===== src/rtl/pfo_pkg.sv =====
// Purpose: shared constants and types of the pulse/frequency/switch output
// Assumes: 100 MHz ref_clk, byte-addressed Avalon-MM register words
// Notes: frequencies are held in units of 0.1 Hz, pulse width in 10 us units
package pfo_pkg;
    localparam int CLK_NS = 10;
    localparam int PW_UNIT_NS = 10000;
    localparam int PW_UNIT_CYC = PW_UNIT_NS / CLK_NS;
    localparam logic [17:0] PW_MIN = 18'h00005;
    localparam logic [17:0] PW_MAX = 18'h30D40;
    localparam logic [17:0] PW_RST = 18'h02710;
    localparam logic [16:0] F_LIM = 17'h186A0;
    localparam logic [16:0] FAIL_LIM = 17'h1E848;
    localparam logic [5:0] DIV_STEPS = 6'h32;
    localparam logic [8:0] NCO_MUL = 9'h113;
    localparam int NCO_SHIFT = 6;
    // register byte offsets
    localparam logic [5:0] A_CTRL = 6'h00;
    localparam logic [5:0] A_TERM = 6'h04;
    localparam logic [5:0] A_SCALE = 6'h08;
    localparam logic [5:0] A_WIDTH = 6'h0C;
    localparam logic [5:0] A_FMIN = 6'h10;
    localparam logic [5:0] A_FMAX = 6'h14;
    localparam logic [5:0] A_MVMIN = 6'h18;
    localparam logic [5:0] A_MVMAX = 6'h1C;
    localparam logic [5:0] A_FFAIL = 6'h20;
    localparam logic [5:0] A_STAT = 6'h24;
    localparam logic [5:0] A_FNOW = 6'h28;
    // control field positions
    localparam int C_MODE = 0;
    localparam int C_SIG = 2;
    localparam int C_SRC = 4;
    localparam int C_SUPP = 6;
    localparam int C_INV = 7;
    localparam int C_FFAIL = 8;
    localparam int C_SWON = 10;
    typedef enum logic [1:0] {MODE_PULSE = 2'h0, MODE_FREQ = 2'h1, MODE_SWITCH = 2'h2} pfo_mode_t;
    typedef enum logic [1:0] {SIG_PASSIVE = 2'h0, SIG_ACTIVE = 2'h1, SIG_FAULT = 2'h2} pfo_sig_t;
    typedef enum logic [1:0] {SRC_OFF = 2'h0, SRC_VOL = 2'h1, SRC_MASS = 2'h2, SRC_CORR = 2'h3} pfo_src_t;
    typedef enum logic [1:0] {FF_ACTUAL = 2'h0, FF_DEFINED = 2'h1, FF_ZERO = 2'h2} pfo_ffail_t;
    typedef enum logic [2:0] {PS_IDLE = 3'h1, PS_HIGH = 3'h2, PS_GAP = 3'h4} pfo_pst_t;
    typedef struct packed {
        pfo_mode_t mode;
        pfo_sig_t sig;
        pfo_src_t src;
        logic pulseSuppress;
        logic invert;
        pfo_ffail_t ffail;
        logic switchOn;
        logic [31:0] scale;
        logic [17:0] width;
        logic [16:0] fMin;
        logic [16:0] fMax;
        logic signed [31:0] mvMin;
        logic signed [31:0] mvMax;
        logic [16:0] fFail;
    } pfo_cfg_t;
    localparam pfo_cfg_t CFG_RST = '{MODE_PULSE, SIG_PASSIVE, SRC_OFF, 1'b1, 1'b0, FF_ZERO, 1'b0,
        32'h00000001, PW_RST, 17'h00000, F_LIM, 32'h00000000, 32'h00000064, 17'h00000};
    typedef struct packed {
        logic stb;
        logic signed [31:0] vol;
        logic signed [31:0] mass;
        logic signed [31:0] corr;
    } pfo_pv_t;
    typedef struct packed {
        logic busy;
        logic [5:0] cnt;
        logic [49:0] num;
        logic [33:0] rem;
        logic [32:0] den;
        logic [16:0] freq;
        logic [31:0] acc;
        logic wave;
    } pfo_fst_t;
    typedef struct packed {
        logic waitReq;
        logic [31:0] rdata;
        pfo_cfg_t cfg;
        logic [1:0] term;
        logic [47:0] acc;
        logic [15:0] owed;
        pfo_pst_t ps;
        logic [27:0] cnt;
        logic pin;
        logic drive;
    } pfo_st_t;
endpackage


===== src/rtl/pfo_output.sv =====
// Purpose: pulse/frequency/switch output stage with Avalon-MM registers
// Assumes: process values arrive with a strobe; alarm is a level
// Notes: one wait cycle on every bus access; owed pulses saturate at 65535
`timescale 1ns/100ps
`default_nettype none
// Function
// - Output works as pulse, frequency or switch; pulse after reset.
// - Signal mode passive, active if built in, or fault-signalling; passive default.
// - Read-only report of the terminal pair in use or unused.
// - Pulse source off, volume, mass or corrected volume; off gives no pulses.
// - Pulse settings act only in pulse mode with a source assigned.
// - One pulse per scaling amount of accumulated quantity.
// - Pulse width 0.05 to 2000 ms, default 100 ms.
// - In alarm pulse mode keeps pulsing or suppresses pulses; suppress default.
// - Inversion flips output polarity in every mode; off by default.
// - Minimum and maximum frequency 0 to 10000 Hz, defaults 0 and 10000.
// - Two measured values map onto minimum and maximum frequency.
// - Frequency alarm gives actual, defined or zero frequency; zero default.
// - Failure frequency 0 to 12500 Hz, default 0.
module pfo_output #(
    parameter bit ACTIVE_OPT = 1'b1
) (
    // clock and reset
    input wire logic ref_clk,
    input wire logic rst,
    // avalon-mm slave
    input wire logic [5:0] avsAddress,
    input wire logic avsRead,
    input wire logic avsWrite,
    input wire logic [31:0] avsWriteData,
    input wire logic [3:0] avsByteEnable,
    output logic [31:0] avsReadData,
    output logic avsWaitRequest,
    // process side
    input wire pfo_pkg::pfo_pv_t pv,
    input wire logic alarm,
    input wire logic [1:0] terminalSel,
    // output pin
    output logic pinOut,
    output logic activeDrive
);
    pfo_pkg::pfo_st_t st_reg, st_next;
    pfo_pkg::pfo_cfg_t c;
    logic [31:0] oldWord, newWord, rd;
    logic signed [31:0] pvSel;
    logic [27:0] widthCyc;
    logic pulseOn, suppress, wave, level;
    logic [16:0] freqNow;

    pfo_freq_gen freqGen (
        .ref_clk(ref_clk),
        .rst(rst),
        .cfg(st_reg.cfg),
        .mv(pvSel),
        .sampleStb(pv.stb),
        .run(st_reg.cfg.mode == pfo_pkg::MODE_FREQ && st_reg.cfg.src != pfo_pkg::SRC_OFF),
        .forceEn(alarm && st_reg.cfg.ffail != pfo_pkg::FF_ACTUAL),
        .forceFreq(st_reg.cfg.ffail == pfo_pkg::FF_DEFINED ? st_reg.cfg.fFail : 17'h00000),
        .wave(wave),
        .freqNow(freqNow)
    );

    always_comb begin
        st_next = st_reg;
        c = st_reg.cfg;
        unique case (avsAddress)
            pfo_pkg::A_CTRL: rd = {21'h000000, c.switchOn, c.ffail, c.invert, c.pulseSuppress,
                c.src, c.sig, c.mode};
            pfo_pkg::A_TERM: rd = {30'h00000000, st_reg.term};
            pfo_pkg::A_SCALE: rd = c.scale;
            pfo_pkg::A_WIDTH: rd = {14'h0000, c.width};
            pfo_pkg::A_FMIN: rd = {15'h0000, c.fMin};
            pfo_pkg::A_FMAX: rd = {15'h0000, c.fMax};
            pfo_pkg::A_MVMIN: rd = c.mvMin;
            pfo_pkg::A_MVMAX: rd = c.mvMax;
            pfo_pkg::A_FFAIL: rd = {15'h0000, c.fFail};
            pfo_pkg::A_STAT: rd = {12'h000, st_reg.ps, st_reg.pin, st_reg.owed};
            pfo_pkg::A_FNOW: rd = {15'h0000, freqNow};
            default: rd = 32'h00000000;
        endcase
        oldWord = rd;
        for (int i = 0; i < 4; i++) begin
            newWord[i*8 +: 8] = avsByteEnable[i] ? avsWriteData[i*8 +: 8] : oldWord[i*8 +: 8];
        end
        // bus: one wait cycle, write lands on the edge after the one that ends the wait
        st_next.waitReq = !((avsRead || avsWrite) && st_reg.waitReq);
        if (avsRead && st_reg.waitReq) begin
            st_next.rdata = rd;
        end
        if (avsWrite && !st_reg.waitReq) begin
            unique case (avsAddress)
                pfo_pkg::A_CTRL: begin
                    if (newWord[pfo_pkg::C_MODE +: 2] != 2'h3) begin
                        c.mode = pfo_pkg::pfo_mode_t'(newWord[pfo_pkg::C_MODE +: 2]);
                    end
                    if (newWord[pfo_pkg::C_SIG +: 2] != 2'h3 &&
                        (ACTIVE_OPT || newWord[pfo_pkg::C_SIG +: 2] != 2'h1)) begin
                        c.sig = pfo_pkg::pfo_sig_t'(newWord[pfo_pkg::C_SIG +: 2]);
                    end
                    c.src = pfo_pkg::pfo_src_t'(newWord[pfo_pkg::C_SRC +: 2]);
                    c.pulseSuppress = newWord[pfo_pkg::C_SUPP];
                    c.invert = newWord[pfo_pkg::C_INV];
                    if (newWord[pfo_pkg::C_FFAIL +: 2] != 2'h3) begin
                        c.ffail = pfo_pkg::pfo_ffail_t'(newWord[pfo_pkg::C_FFAIL +: 2]);
                    end
                    c.switchOn = newWord[pfo_pkg::C_SWON];
                end
                pfo_pkg::A_SCALE: c.scale = newWord;
                pfo_pkg::A_WIDTH: c.width = newWord[31:18] != 14'h0000 ? pfo_pkg::PW_MAX :
                    newWord[17:0] < pfo_pkg::PW_MIN ? pfo_pkg::PW_MIN :
                    newWord[17:0] > pfo_pkg::PW_MAX ? pfo_pkg::PW_MAX : newWord[17:0];
                pfo_pkg::A_FMIN: c.fMin = newWord > 32'(pfo_pkg::F_LIM) ? pfo_pkg::F_LIM : newWord[16:0];
                pfo_pkg::A_FMAX: c.fMax = newWord > 32'(pfo_pkg::F_LIM) ? pfo_pkg::F_LIM : newWord[16:0];
                pfo_pkg::A_MVMIN: c.mvMin = newWord;
                pfo_pkg::A_MVMAX: c.mvMax = newWord;
                pfo_pkg::A_FFAIL: c.fFail = newWord > 32'(pfo_pkg::FAIL_LIM) ? pfo_pkg::FAIL_LIM :
                    newWord[16:0];
                default: c = st_reg.cfg;
            endcase
        end
        st_next.cfg = c;
        st_next.term = terminalSel;
        unique case (st_reg.cfg.src)
            pfo_pkg::SRC_VOL: pvSel = pv.vol;
            pfo_pkg::SRC_MASS: pvSel = pv.mass;
            pfo_pkg::SRC_CORR: pvSel = pv.corr;
            default: pvSel = 32'h00000000;
        endcase
        // pulse logic only with pulse mode and a source
        pulseOn = st_reg.cfg.mode == pfo_pkg::MODE_PULSE && st_reg.cfg.src != pfo_pkg::SRC_OFF;
        suppress = alarm && st_reg.cfg.pulseSuppress;
        widthCyc = 28'(st_reg.cfg.width) * 28'(pfo_pkg::PW_UNIT_CYC);
        if (!pulseOn || suppress) begin
            st_next.acc = 48'h000000000000;
            st_next.owed = 16'h0000;
        end else begin
            // one owed pulse per scaling amount
            if (st_reg.cfg.scale != 32'h00000000 && st_reg.acc >= 48'(st_reg.cfg.scale)) begin
                st_next.acc = st_reg.acc - 48'(st_reg.cfg.scale);
                if (st_reg.owed != 16'hFFFF) begin
                    st_next.owed = st_reg.owed + 16'h0001;
                end
            end
            if (pv.stb && !pvSel[31]) begin
                st_next.acc = st_next.acc + 48'(pvSel);
            end
        end
        // pulses back to back with a gap
        unique case (st_reg.ps)
            pfo_pkg::PS_IDLE: begin
                if (pulseOn && !suppress && st_reg.owed != 16'h0000) begin
                    st_next.ps = pfo_pkg::PS_HIGH;
                    st_next.cnt = widthCyc - 28'h0000001;
                    st_next.owed = st_next.owed - 16'h0001;
                end
            end
            pfo_pkg::PS_HIGH: begin
                st_next.cnt = st_reg.cnt - 28'h0000001;
                if (st_reg.cnt == 28'h0000000) begin
                    st_next.ps = pfo_pkg::PS_GAP;
                    st_next.cnt = widthCyc - 28'h0000001;
                end
            end
            pfo_pkg::PS_GAP: begin
                st_next.cnt = st_reg.cnt - 28'h0000001;
                if (st_reg.cnt == 28'h0000000) begin
                    st_next.ps = pfo_pkg::PS_IDLE;
                end
            end
            default: st_next.ps = pfo_pkg::PS_IDLE;
        endcase
        unique case (st_reg.cfg.mode)
            pfo_pkg::MODE_FREQ: level = wave;
            pfo_pkg::MODE_SWITCH: level = st_reg.cfg.switchOn;
            default: level = st_reg.ps == pfo_pkg::PS_HIGH;
        endcase
        // polarity flip, fault mode opens the output during alarm
        st_next.pin = (level ^ st_reg.cfg.invert) &&
            !(alarm && st_reg.cfg.sig == pfo_pkg::SIG_FAULT);
        st_next.drive = st_reg.cfg.sig == pfo_pkg::SIG_ACTIVE;
    end

    always_ff @(posedge ref_clk) begin
        if (rst) begin
            st_reg <= '{1'b1, 32'h00000000, pfo_pkg::CFG_RST, 2'h0, 48'h000000000000, 16'h0000,
                pfo_pkg::PS_IDLE, 28'h0000000, 1'b0, 1'b0};
        end else begin
            st_reg <= st_next;
        end
    end

    assign avsReadData = st_reg.rdata;
    assign avsWaitRequest = st_reg.waitReq;
    assign pinOut = st_reg.pin;
    assign activeDrive = st_reg.drive;
endmodule // pfo_output
`default_nettype wire


===== src/rtl/pfo_freq_gen.sv =====
// Purpose: maps a measured value onto an output frequency and synthesises it
// Assumes: sampleStb marks a new measured value
// Notes: one divide takes 50 cycles; samples arriving meanwhile are skipped
`timescale 1ns/100ps
`default_nettype none
module pfo_freq_gen (
    // clock and reset
    input wire logic ref_clk,
    input wire logic rst,
    // settings and measured value
    input wire pfo_pkg::pfo_cfg_t cfg,
    input wire logic signed [31:0] mv,
    input wire logic sampleStb,
    input wire logic run,
    input wire logic forceEn,
    input wire logic [16:0] forceFreq,
    // output
    output logic wave,
    output logic [16:0] freqNow
);
    pfo_pkg::pfo_fst_t st_reg, st_next;
    logic signed [32:0] d, span;
    logic [16:0] fspan, fOut;
    logic [33:0] rem2;
    logic [25:0] prod;

    always_comb begin
        st_next = st_reg;
        d = 33'(mv) - 33'(cfg.mvMin);
        span = 33'(cfg.mvMax) - 33'(cfg.mvMin);
        fspan = (cfg.fMax > cfg.fMin) ? cfg.fMax - cfg.fMin : 17'h00000;
        rem2 = {st_reg.rem[32:0], st_reg.num[49]};
        if (sampleStb && !st_reg.busy) begin
            if (d <= 0 || span <= 0 || fspan == 17'h00000) begin
                st_next.freq = cfg.fMin;
            end else if (d >= span) begin
                st_next.freq = cfg.fMax;
            end else begin
                st_next.busy = 1'b1;
                st_next.cnt = pfo_pkg::DIV_STEPS;
                st_next.num = 50'(d[31:0]) * 50'(fspan);
                st_next.rem = 34'h000000000;
                st_next.den = span[32:0];
            end
        end
        if (st_reg.busy) begin
            if (rem2 >= {1'b0, st_reg.den}) begin
                st_next.rem = rem2 - {1'b0, st_reg.den};
                st_next.num = {st_reg.num[48:0], 1'b1};
            end else begin
                st_next.rem = rem2;
                st_next.num = {st_reg.num[48:0], 1'b0};
            end
            st_next.cnt = st_reg.cnt - 6'h01;
            if (st_reg.cnt == 6'h01) begin
                st_next.busy = 1'b0;
                st_next.freq = cfg.fMin + st_next.num[16:0];
            end
        end
        fOut = forceEn ? forceFreq : st_reg.freq;
        prod = 26'(fOut) * 26'(pfo_pkg::NCO_MUL);
        if (run) begin
            st_next.acc = st_reg.acc + 32'(prod >> pfo_pkg::NCO_SHIFT);
        end else begin
            st_next.acc = 32'h00000000;
        end
        st_next.wave = run && st_next.acc[31];
    end

    always_ff @(posedge ref_clk) begin
        if (rst) begin
            st_reg <= '0;
        end else begin
            st_reg <= st_next;
        end
    end

    assign wave = st_reg.wave;
    assign freqNow = st_reg.freq;
endmodule // pfo_freq_gen
`default_nettype wire


===== config.mk =====
export PLATFORM = sky130hd
export DESIGN_NAME = pfo_output
export DESIGN_NICKNAME = d
export VERILOG_FILES = /design/src/rtl/pfo_pkg.sv /design/src/rtl/pfo_output.sv /design/src/rtl/pfo_freq_gen.sv
export SDC_FILE = /design/constraint.sdc
export NUM_CORES = 2
export LEC_CHECK = 0
export ABC_CLOCK_PERIOD_IN_PS = 12500
export BUFFER_PORTS_ARGS = -buffer_cell sky130_fd_sc_hd__clkbuf_2
export CORE_ASPECT_RATIO = 1.1
export CORE_MARGIN = 1.5
export CORE_UTILIZATION = 60
export DETAILED_ROUTE_END_ITERATION = 6
export HOLD_SLACK_MARGIN = 0.15
export PLACE_DENSITY = 0.82
export SLEW_MARGIN = 0
export SYNTH_ARGS = -nofsm -noshare
export SYNTH_HDL_FRONTEND = slang
export SYNTH_SLANG_ARGS = --single-unit
export TNS_END_PERCENT = 5

===== constraint.sdc =====
create_clock -name ref_clk -period 12.5 [get_ports ref_clk]
set_clock_uncertainty 0.05 [all_clocks]
set_input_delay 0 -clock ref_clk [delete_from_list [all_inputs] [get_ports ref_clk]]
set_output_delay 0 -clock ref_clk [all_outputs]
set_load 0.02 [all_outputs]

==> results.py <==
metrics = {
    "status": {
        "status": "complete, but fails checks",
        "violations": "design-rule violations",
    },
    "global_route": {
        "grt_use_total_pct": 38.2,
        "use_met3_pct": 9.00,
        "top_usage_layer": "met2",
        "met2_usage_pct": 59.3,
        "gr-usage-met1_pct": 48.0,
        "grt_max_degree": 109,
        "grt_pass1_wl_mm": 294,
        "antenna_found_initial": 2,
        "grt_pass1_vias": 52600,
        "grt.overflow.total": 0,
    },
    "floorplanning": {
        "die_y_um": 328,
        "initial_core_util_pct": 60.8,
        "rows": 118,
        "dieWidth_um": 298,
        "core_um2": 94600,
        "io_pins": 181,
        "die_area_um2": 97800,
    },
    "synthesis": {
        "synth_compound_area_share_pct": 18.0,
        "synth-simple-area-share_pct": 18.2,
        "ys_warn_count": 0,
        "ys_top_cells_by_area": "fa_1, dfxtp_1, ha_1, inv_1, nand2_1",
        "synthesis.area_um2": 57600,
        "avgSynthCellArea_um2": 7.96,
        "ys_types": 103,
        "yosys.area.top_type": "fa_1",
        "syn_inst": 7232,
        "synth-seq-cells": 480,
        "synth_top_family_by_area": "adder cells",
        "synth_edf_count": 0,
        "synth_mux_area_share_pct": 2.97,
        "synthArstFlopShare_pct": 0,
        "yosys.area.top_type_share_pct": 18.9,
        "ys_seq_area_share_pct": 16.7,
        "syn-num-nets": 8436,
        "synth-xor-area-share_pct": 5.29,
        "synth_fa_ha_area_share_pct": 30.2,
        "synth_top_flop_cell": "dfxtp_1",
    },
    "timing": {
        "finalMaxSlewViolations": 0,
        "fin_crit_sh_pct": 94.6,
        "setup_viol": 0,
        "max_slew_margin_pct": 23.4,
        "post-route-min-period_ns": 11.83,
        "hold_viol_final": 0,
        "rsz0062_at_grt": "no",
        "achievable-frequency_mhz": 84.6,
        "setup-tns-final_ns": 0,
        "tightest_slew_ns": 1.15,
        "timing.final.ws_setup_ns": 0.674,
    },
    "worst_hold_path": {
        "hold_depth": 8,
        "hp-class": "input port to flip-flop",
    },
    "worst_setup_path": {
        "path_class": "flip-flop to flip-flop",
        "crit_slowest_cell": "a21oi_1",
        "reg2regPathDepth": 39,
        "cp.arrival_ns": 12.32,
        "cp_slowest_stage_delay_ns": 0.68,
        "worst_ep_required_time_ns": 12.99,
        "cp-start-kind": "flip-flop",
        "cp_max_fo": 31,
        "crit_path_end_kind": "flip-flop",
        "crit_top_cell": "fa_1",
    },
    "finish": {
        "fill_cells": 7810,
        "final_common_cell": "inv_1",
        "ff_latch_area_um2": 9610,
        "final_cell_mix": "inv_1, nand2_1, nor2_1",
        "finalInstanceArea_um2": 62200,
        "multi_input_area_um2": 43100,
        "fin_cells": 8611,
        "areaGrowthSynthToFinish_pct": 8.08,
        "drive_gt1_share_pct": 7.15,
        "largest_reg_flops": 273,
        "final_nets": 8506,
    },
    "route": {
        "vias": 54300,
        "drc": 35,
        "wl_mm": 190,
        "firstDrtPassIters": 7,
        "vias_per_cell": 6.30,
        "wl_per_cell_um": 22.1,
        "drtAntennaViolNets": 0,
        "drt_iter0_drc": 6354,
    },
    "place": {
        "place_ws_ns": 0.958,
        "dp_cells": 8417,
        "portBuffers": 180,
        "gp_congestion": 1.03,
        "dp_hpwl_mm": 147,
        "place_area_um2": 59500,
    },
    "power": {
        "p_comb_share_pct": 44.4,
        "p_sw_share_pct": 39.1,
        "clkPwrFrac_pct": 27.9,
        "total_power_mw": 6.07,
        "p_int_mw": 3.70,
        "leakagePower_nw": 29.6,
        "vdd_drop_max_mv": 0.363,
        "p_sw_mw": 2.37,
        "seqPwrFrac_pct": 27.7,
        "powerDensity_nw_per_um2": 97.6,
    },
    "clock_network": {
        "clockBufferDepth": 3,
        "clock_sinks": 480,
        "htree_levels": 2,
        "cts_made_buffers": 53,
        "clkTransAtPathRegs_ns": 0.06,
        "tritoncts": "yes",
        "post-cts-setup-buffer-count": 0,
        "insertion_delay_ns": 0.67,
        "cts-root-buf": "clkbuf_16",
    },
    "run": {
        "drv_cap": 0,
    },
}
final timing paths:
check                        endpoint             start  slack, ns
setup reg to reg  freqGen.st_reg[165]       st_reg[269]       0.67
hold reg to reg      freqGen.rem2[33]  freqGen.rem2[33]       0.42
setup / recovery  freqGen.st_reg[165]       st_reg[269]       0.67
hold / removal             st_reg[53]             pv[4]       0.20
final cells by class:
| cell class | instances | area share [%] |
|---|---|---|
| Sequential cell | 480 | 15.5 |
| Timing Repair Buffer | 378 | 4.22 |
| Tap cell | 1260 | 2.53 |
| Antenna cell | 6 | 0.0241 |
| Clock buffer | 72 | 2.39 |
| Multi-Input combinational cell | 5469 | 69.3 |
| Inverter | 920 | 5.55 |
| Clock inverter | 26 | 0.555 |
per-layer routing:
metal | vias up | part of all wire (%)
met5 | - | 0
met3 | 803 | 12
met2 | 3250 | 43
met1 | 25700 | 38
met4 | 0 | 7.6
li1 | 24500 | -
cell usage after synthesis (40+ instances only):
cell type,count
dfxtp_1,480
o21bai_1,42
o21ai_1,40
nor4_1,54
a22oi_1,49
nand3_1,101
and2_1,45
ha_1,516
a21oi_1,457
nor2_1,755
inv_1,914
nor3_1,148
and3_1,67
o211ai_1,57
xor2_1,115
clkbuf_1,284
nand2_1,840
a211oi_1,72
a21o_1,163
mux2i_1,114
nand2b_1,59
fa_1,542
nand4_1,48
o21ai_0,244
xnor2_1,231
nor2b_1,80
a22o_1,48
mux2_2,48
through the flow:
stage | hold slack (ns) | util, %
finish | 0.204 | 65.7
floorplan | 0.0659 | -
global placement | 0.172 | 62.8
CTS | 0.165 | 65.7
global route | 0.237 | 65.7
detailed placement | 0.171 | 62.8
power by group through the flow:
stage          Clock [mW]  Sequential [mW]  Combinational (mW)
2_1_floorplan           0             1.68                2.07
3_3_place_gp            0             1.70                2.52
3_5_place_dp            0             1.70                2.58
4_1_cts              1.70             1.67                2.63
5_1_grt              1.76             1.68                2.91
6_report             1.69             1.68                2.70
kinds of logic (layout without fill, tap and decap cells):
| kind of cell | Yosys count | after routing |
|---|---|---|
| other | 0 | 6 |
| buffers and inverters | 1283 | 1396 |
| and+or+nand+nor | 2332 | 2332 |
| adders and majority gates | 1067 | 1067 |
| muxes | 164 | 164 |
| xor gates and xnor gates | 347 | 347 |
| DFF | 480 | 480 |
| AOI/OAI and AO/OA | 1559 | 1559 |
critical path: cells and delay by family, from the launching register on:
kind	cells	cell delay, ns
adder cells (fa/ha/maj)	9	3.98
AO/OA/AOI/OAI	14	3.83
AND/OR/NAND/NOR	7	1.60
buffers and inverters	6	0.97
multiplexers	2	0.66
flip-flops	1	0.44
XOR/XNOR	1	0.14
timing repair:
action,in CTS,in global routing
gates resized for setup,0,0
hold endpoints to repair,278,0
setup endpoints to repair,0,0
hold buffers,90,0
Note: power is estimated with default switching activity, not from simulation.
